File: src/hw/pmu_consts.svh
// constants of the push-button power mode control block
`ifndef PMU_CONSTS_SVH
`define PMU_CONSTS_SVH

// ======================================================
// timebase
`define PMU_CLK_KHZ 40000
`define PMU_TICK_MS 1
`define PMU_TICK_CYCLES (`PMU_CLK_KHZ * `PMU_TICK_MS)

// ======================================================
// sequence delays after rail two is good, in ms
`define PMU_RAIL3_MS 8'h02
`define PMU_RAIL1_MS 8'h04
`define PMU_RAIL5_MS 8'h08
`define PMU_RST_TIMEOUT_MS 8'h40
`define PMU_MS_MAX 8'hff

// ======================================================
// register map, byte addresses
`define PMU_CTRL_OFS 8'h00
`define PMU_STAT_OFS 8'h04

// ======================================================
// control fields
`define PMU_CTRL_RESET 5'h00
`define PMU_CTRL_FRC1 0
`define PMU_CTRL_R6 1
`define PMU_CTRL_R7 2
`define PMU_CTRL_SYSMSK 3
`define PMU_CTRL_FLTMSK 4
`define PMU_CTRL_W 5

// ======================================================
// rail masks
`define PMU_RAILS_OFF 7'h00
`define PMU_RAILS_ALL 7'h7f
`define PMU_RAILS_NORMAL 7'h1f
`define PMU_RAILS_ONE 7'h01

`endif

File: src/hw/pmu_pkg.sv
// types of the push-button power mode control block
package pmu_pkg;

    typedef enum logic [1:0] {
        ST_OFF = 2'b00,
        ST_SEQ = 2'b01,
        ST_RUN = 2'b10
    } pmu_mode_t;

    typedef struct packed {
        pmu_mode_t st;
        logic [7:0] ms;
        logic [7:0] rst_ms;
        logic man;
        logic [6:0] rails;
        logic rst_oe;
        logic stat_oe;
        logic irq_oe;
        logic [4:0] ctrl;
        logic ack;
        logic [31:0] rdat;
    } pmu_state_t;

    typedef struct packed {
        logic [15:0] cnt;
        logic tick;
    } tick_state_t;

    typedef struct packed {
        logic pressed;
        logic hard;
        logic rise;
        logic fall;
    } button_state_t;

endpackage

File: src/hw/button_sense.sv
// push-button level and edge capture
`timescale 1ns/1ps
`default_nettype none
module button_sense (
    input wire logic mclk_i,
    input wire logic rst_i,
    input wire logic push_button_in_n_i,
    input wire logic push_button_hard_n_i,
    output logic pressed_o,
    output logic hard_o,
    output logic rise_o,
    output logic fall_o
);
    import pmu_pkg::*;

    button_state_t q, d;

    // the low-impedance comparator only counts while the pin is asserted
    always_comb begin
        d.pressed = ~push_button_in_n_i;
        d.hard = ~push_button_in_n_i & ~push_button_hard_n_i;
        d.rise = ~push_button_in_n_i & ~q.pressed;
        d.fall = push_button_in_n_i & q.pressed;
    end

    always_ff @(posedge mclk_i) begin
        if (rst_i) begin
            q <= '0;
        end else begin
            q <= d;
        end
    end

    assign pressed_o = q.pressed;
    assign hard_o = q.hard;
    assign rise_o = q.rise;
    assign fall_o = q.fall;
endmodule
`default_nettype wire

File: src/hw/ms_tick.sv
// one-millisecond enable pulse from the system clock
`timescale 1ns/1ps
`default_nettype none
`include "pmu_consts.svh"
module ms_tick #(
    parameter int TICK_CYCLES = `PMU_TICK_CYCLES
) (
    input wire logic mclk_i,
    input wire logic rst_i,
    output logic tick_o
);
    import pmu_pkg::*;

    tick_state_t q, d;

    always_comb begin
        d = q;
        d.tick = 1'b0;
        if (q.cnt == 16'(TICK_CYCLES - 1)) begin
            d.cnt = 16'h0000;
            d.tick = 1'b1;
        end else begin
            d.cnt = q.cnt + 16'h0001;
        end
    end

    always_ff @(posedge mclk_i) begin
        if (rst_i) begin
            q <= '0;
        end else begin
            q <= d;
        end
    end

    assign tick_o = q.tick;
endmodule
`default_nettype wire

File: src/hw/pushbutton_power_mode_control.sv
// push-button power mode control: rail enables, processor reset, status and interrupt pins
// ======================================================
`timescale 1ns/1ps
`default_nettype none
`include "pmu_consts.svh"
module pushbutton_power_mode_control #(
    parameter int TICK_CYCLES = `PMU_TICK_CYCLES,
    parameter logic [7:0] RESET_TIMEOUT_MS = `PMU_RST_TIMEOUT_MS
) (
    input wire logic mclk_i,
    input wire logic rst_i,
    input wire logic push_button_in_n_i,
    input wire logic push_button_hard_n_i,
    input wire logic power_hold_i,
    input wire logic hibernate_in_n_i,
    input wire logic rail_two_good_i,
    input wire logic rail_fault_i,
    input wire logic sys_voltage_low_i,
    input wire logic wb_cyc_i,
    input wire logic wb_stb_i,
    input wire logic wb_we_i,
    input wire logic [7:0] wb_adr_i,
    input wire logic [3:0] wb_sel_i,
    input wire logic [31:0] wb_dat_i,
    output logic [31:0] wb_dat_o,
    output logic wb_ack_o,
    output logic [6:0] rail_en_o,
    output logic processor_reset_out_n_o,
    output logic processor_reset_out_n_oe_o,
    output logic button_status_out_n_o,
    output logic button_status_out_n_oe_o,
    output logic interrupt_out_n_o,
    output logic interrupt_out_n_oe_o
);
    import pmu_pkg::*;

    // ======================================================
    // helpers
    logic tick;
    logic pressed;
    logic hard;
    logic press_rise;
    logic press_fall;
    logic takeover;
    logic force_one;
    pmu_state_t q, d;

    ms_tick #(
        .TICK_CYCLES(TICK_CYCLES)
    ) u_tick (
        .mclk_i(mclk_i),
        .rst_i(rst_i),
        .tick_o(tick)
    );

    // two comparators on the pin separate the two press kinds
    button_sense u_button (
        .mclk_i(mclk_i),
        .rst_i(rst_i),
        .push_button_in_n_i(push_button_in_n_i),
        .push_button_hard_n_i(push_button_hard_n_i),
        .pressed_o(pressed),
        .hard_o(hard),
        .rise_o(press_rise),
        .fall_o(press_fall)
    );

    assign takeover = power_hold_i & hibernate_in_n_i;
    assign force_one = q.ctrl[`PMU_CTRL_FRC1];

    // ======================================================
    // next state
    always_comb begin
        d = q;

        // wishbone slave: one wait state, unmapped reads return zero
        d.ack = wb_cyc_i & wb_stb_i & ~q.ack;
        if (d.ack) begin
            d.rdat = 32'h0000_0000;
            if (wb_adr_i == `PMU_CTRL_OFS) begin
                d.rdat = {27'h000_0000, q.ctrl};
                if (wb_we_i && wb_sel_i[0]) begin
                    d.ctrl = wb_dat_i[`PMU_CTRL_W-1:0];
                end
            end else if (wb_adr_i == `PMU_STAT_OFS) begin
                d.rdat = {19'h0_0000, q.st, rail_fault_i, rail_two_good_i, sys_voltage_low_i, ~q.rst_oe, q.rails};
            end
        end

        // mode transitions
        case (q.st)
            ST_OFF: begin
                if (press_rise) begin
                    d.st = ST_SEQ;
                end
            end
            ST_SEQ: begin
                if (press_fall) begin
                    // release before takeover aborts the start
                    d.st = takeover ? ST_RUN : ST_OFF;
                end
            end
            ST_RUN: begin
                if (press_rise && !hibernate_in_n_i) begin
                    d.st = ST_SEQ; // wake from hibernate
                end else if (!power_hold_i && !hibernate_in_n_i && !force_one) begin
                    d.st = ST_OFF;
                end
            end
            default: begin
                d.st = ST_OFF;
            end
        endcase

        // time since rail two good, saturating
        if (d.st != ST_SEQ || !rail_two_good_i) begin
            d.ms = 8'h00;
        end else if (tick && q.ms != `PMU_MS_MAX) begin
            d.ms = q.ms + 8'h01;
        end

        // rail enables follow the next mode
        case (d.st)
            ST_SEQ: begin
                d.rails[1] = 1'b1;
                d.rails[3] = rail_two_good_i;
                d.rails[2] = rail_two_good_i && q.ms >= `PMU_RAIL3_MS;
                d.rails[0] = (rail_two_good_i && q.ms >= `PMU_RAIL1_MS) || power_hold_i || force_one;
                d.rails[4] = rail_two_good_i && q.ms >= `PMU_RAIL5_MS;
                d.rails[6:5] = 2'b00;
            end
            ST_RUN: begin
                d.rails[0] = power_hold_i | force_one;
                d.rails[4:1] = {4{hibernate_in_n_i}};
                d.rails[5] = q.ctrl[`PMU_CTRL_R6] & hibernate_in_n_i;
                d.rails[6] = q.ctrl[`PMU_CTRL_R7] & hibernate_in_n_i;
            end
            default: begin
                d.rails = `PMU_RAILS_OFF;
            end
        endcase

        // manual reset: held while pressed, then timed after release
        if (hard) begin
            d.man = 1'b1;
            d.rst_ms = 8'h00;
        end else if (q.man && !pressed) begin
            if (q.rst_ms >= RESET_TIMEOUT_MS) begin
                d.man = 1'b0;
            end else if (tick) begin
                d.rst_ms = q.rst_ms + 8'h01;
            end
        end

        // startup reset released only after timeout from rail two good
        d.rst_oe = d.man || d.st == ST_OFF || (d.st == ST_SEQ && !(rail_two_good_i && q.ms >= RESET_TIMEOUT_MS));

        d.stat_oe = pressed;
        d.irq_oe = (sys_voltage_low_i & q.ctrl[`PMU_CTRL_SYSMSK])
                 | (rail_fault_i & q.ctrl[`PMU_CTRL_FLTMSK]);
    end

    // ======================================================
    // state register
    always_ff @(posedge mclk_i) begin
        if (rst_i) begin
            q <= '0;
            q.st <= ST_OFF;
            q.ctrl <= `PMU_CTRL_RESET;
            q.rst_oe <= 1'b1;
        end else begin
            q <= d;
        end
    end

    // ======================================================
    // outputs, open-drain pins only ever pull low
    assign wb_dat_o = q.rdat;
    assign wb_ack_o = q.ack;
    assign rail_en_o = q.rails;
    assign processor_reset_out_n_o = 1'b0;
    assign processor_reset_out_n_oe_o = q.rst_oe;
    assign button_status_out_n_o = 1'b0;
    assign button_status_out_n_oe_o = q.stat_oe;
    assign interrupt_out_n_o = 1'b0;
    assign interrupt_out_n_oe_o = q.irq_oe;
endmodule
`default_nettype wire

File: config.mk
export PLATFORM = sky130hd
export DESIGN_NAME = pushbutton_power_mode_control
export DESIGN_NICKNAME = d
export VERILOG_FILES = /design/src/hw/pmu_pkg.sv /design/src/hw/button_sense.sv /design/src/hw/ms_tick.sv /design/src/hw/pushbutton_power_mode_control.sv
export VERILOG_INCLUDE_DIRS = /design/src /design/src/hw
export SDC_FILE = /design/constraint.sdc
export NUM_CORES = 1
export LEC_CHECK = 0
export BUFFER_PORTS_ARGS = -buffer_cell sky130_fd_sc_hd__buf_4
export CORE_MARGIN = 5
export CORE_UTILIZATION = 46
export CTS_CLUSTER_DIAMETER = 100
export DETAILED_ROUTE_END_ITERATION = 10
export GPL_TIMING_DRIVEN = 0
export MAX_ROUTING_LAYER = met4
export PLACE_DENSITY = 0.82
export SLEW_MARGIN = 20
export SYNTH_ARGS = -nofsm -noshare
export SYNTH_HDL_FRONTEND = slang
export SYNTH_SLANG_ARGS = --single-unit
File: constraint.sdc
create_clock -name mclk_i -period 2.1 [get_ports mclk_i]
set_clock_uncertainty 0.15 [all_clocks]
set_input_delay 0.525 -clock mclk_i [delete_from_list [all_inputs] [get_ports mclk_i]]
set_output_delay 0.525 -clock mclk_i [all_outputs]
set_load 0.005 [all_outputs]
==> results.tsv <==
metric	value	unit
status	complete, no violations	
I/O Buffers	49	
Global Route met1 Usage	0.182	
CP Class	register to register	
internal power	2.17	mW
Async SR Flop Fraction	0	
combinational power share	0.073	
cell area after synthesis	3170	sq um
switching part of the total	0.218	
Req. time, crit path	2.21	ns
fin nets	492	
Layout area overhead	25.1	%
Root Buffer	clkbuf_8	
n_diodes	0	
vias in the first global route	2410	
DRC viols	0	
Tightest Hold Check Type	input port to register	
Final Hold Viols	0	
Startpoint Class	register	
All-Layer GR Usage	0.158	
commonest non-fill, non-tap cells in the layout	buf_4 (92), dfxtp_1 (69), nor2_1 (55)	
layout cell share with drive strength beyond 1	0.286	
leakage power	1.75	nW
final worst-path cycle share	0.924	
Synth Register Bits	69	
floorplan row count	30	
Syn. warnings	0	
initial antenna violation count	0	
GRT overflow	0	
Avg Cell Area, Syn	9.13	sq um
Worst setup EP type	register	
Sequential Power Share	0.485	
final wirelength	6580	um
Total Neg Setup Slack	0	ns
die height	93.0	um
CTS Buffer Depth	2	
first-pass GRT wire length	10800	um
drt initial violations	111	
sequential-to-total area share from yosys stat	0.436	
Global Route met3 Usage	0.0507	
post-DP HPWL	5040	um
first drt pass iteration count	4	
Arr. time, crit path	2.06	ns
Hold Buf Count CTS	0	
clock buffer count from CTS	9	
final setup vio count	0	
Die W	93.0	um
Primary FF master, synth	dfxtp_1	
measured slew at the worst slew-check pin	0.611	ns
Die ar.	8640	sq um
placeable core region	6760	sq um
Pins Over Slew Limit	0	
Post-synth EDFFs	0	
Synth Instances	347	
I/O Pins	102	
Psw	0.606	mW
pin count of the biggest net entering global routing	13	
MaxCap Viol Count	0	
Vias/cell	4.91	
Core Util, Final	0.586	
M2 GR Usage	0.263	
vias	2517	
fin crit period	1.94	ns
RSZ-0062 raised after global routing	false	
starting density of the core	0.469	
Critical Path Fanout Max	8	
clock share of power	0.442	
normalized max-slew margin	0.592	
worst IR drop on VDD	0.493	mV
Fmax	0.515	GHz
CTS tree	yes	
CTS Sinks	69	
H-tree depth	3	
Worst-path clk slew	0.07	ns
RD Place Congestion	0.870	
power per cell area	701	nW/um^2
most common cell after layout, fill and taps aside	buf_4	
Clk Latency, worst-skew pair	0.34	ns
WL per Instance	12.8	um
Cell variety after synth	46	
Final ANT Viol Nets	0	
Filler cells	576	
busiest grt layer	met2	
-- sequential cells by signal, indices dropped and copies added (netlist names), 7 cells and up --
| signal | count |
|---|---|
| u_tick.q | 16 |
| rail_en_o | 7 |
| q | 23 |
| wb_dat_o | 13 |
-- path summary, 6_finish.rpt --
kind | start | to | slack [ns] | cells past startpoint
worst min-delay path | push_button_hard_n_i | u_button.hard_o$_SDFF_PP0_ | 0.20 | 2
worst max register to register | q[66]$_SDFF_PP0_ | q[62]$_SDFFE_PP0P_ | 0.16 | 8
worst max-delay path | q[66]$_SDFF_PP0_ | q[62]$_SDFFE_PP0P_ | 0.16 | 8
worst min register to register | rail_en_o[5]$_SDFF_PP0_ | wb_dat_o[5]$_SDFFE_PP0P_ | 0.32 | 1
-- layout make-up --
class / count / area (sq um) / share of cell area
clock buffers: 11 / 151 / 0.0382
well taps: 80 / 100 / 0.0253
clock inverters: 5 / 81.3 / 0.0205
inverters: 10 / 37.5 / 0.00947
flip-flops and latches: 69 / 1380 / 0.349
multi-input cells: 237 / 1480 / 0.373
repair buffers: 50 / 375 / 0.0947
plain buffers: 51 / 359 / 0.0906
-- per-stage QoR --
| step | hold WS, ns | worst slack [ns] | instance area [sq um] | power (mW) | cells |
|---|---|---|---|---|---|
| global route | 0.180 | 0.0470 | 3960 | 2.88 | 513 |
| finish | 0.195 | 0.159 | 3960 | 2.78 | 513 |
| global placement | 0.310 | -0.289 | 3720 | 1.57 | 497 |
| detailed placement | 0.305 | -0.360 | 3720 | 1.58 | 497 |
| CTS | 0.185 | 0.0764 | 3960 | 2.79 | 513 |
| floorplan | 0.277 | 0.0126 | 3250 | 1.49 | 368 |
-- power by group through the flow --
stage	registers (mW)	logic [mW]	clock network, mW
2_1_floorplan	1.37	0.118	0
6_report	1.35	0.202	1.23
4_1_cts	1.35	0.199	1.24
3_5_place_dp	1.38	0.198	0
3_3_place_gp	1.38	0.193	0
5_1_grt	1.35	0.225	1.30
-- kinds of logic after synthesis --
family,share of synthesized area
other,0.00118
and+or+nand+nor,0.223
buffers and inverters,0.126
DFF,0.436
AOI/OAI and AO/OA,0.0984
adders and majority gates,0.0316
xor gates and xnor gates,0.0608
muxes,0.0221
-- critical path, stage by stage, from the launching register on --
cell and delay (ns):
dfxtp_1 0.38, nand4b_1 0.13, o21ai_0 0.11, a21oi_2 0.19, ha_2 0.23, nand2_1 0.10
or2_4 0.28, o21bai_1 0.16, a31oi_1 0.14
-- what timing repair did --
action / in CTS / in global routing
endpoints found under the setup margin: 2 / 1
cloned: 0 / 0
buffers inserted: 1 / 0
resized for setup: 0 / 2
endpoints found under the hold margin: 0 / 0
pin swaps: 1 / 0
-- routing by layer --
| layer | share of wire | up-vias |
|---|---|---|
| li1 | - | 1301 |
| met2 | 0.49 | 72 |
| met3 | 0.063 | 12 |
| met5 | 0 | - |
| met1 | 0.43 | 1132 |
| met4 | 0.013 | 0 |
-- Yosys cell counts, types with 3 or more instances --
| cell type | count | area (sq um) |
|---|---|---|
| xor2_1 | 9 | 78.8 |
| dfxtp_1 | 69 | 1380 |
| clkbuf_1 | 6 | 22.5 |
| nor4_1 | 6 | 37.5 |
| nand4_1 | 9 | 56.3 |
| a211oi_1 | 7 | 52.6 |
| nand3_1 | 15 | 75.1 |
| o21ai_0 | 4 | 20.0 |
| o21bai_1 | 3 | 22.5 |
| mux2i_1 | 7 | 70.1 |
| a21oi_1 | 10 | 50.1 |
| and2_1 | 3 | 18.8 |
| xnor2_1 | 13 | 114 |
| ha_1 | 8 | 100 |
| inv_1 | 10 | 37.5 |
| nor3_1 | 13 | 65.1 |
| nor2_1 | 55 | 206 |
| buf_4 | 42 | 315 |
| and3_1 | 3 | 18.8 |
| nand2_1 | 11 | 41.3 |
| a32oi_1 | 5 | 43.8 |
| a22o_1 | 8 | 70.1 |
Note: power is estimated with default switching activity, not from simulation.
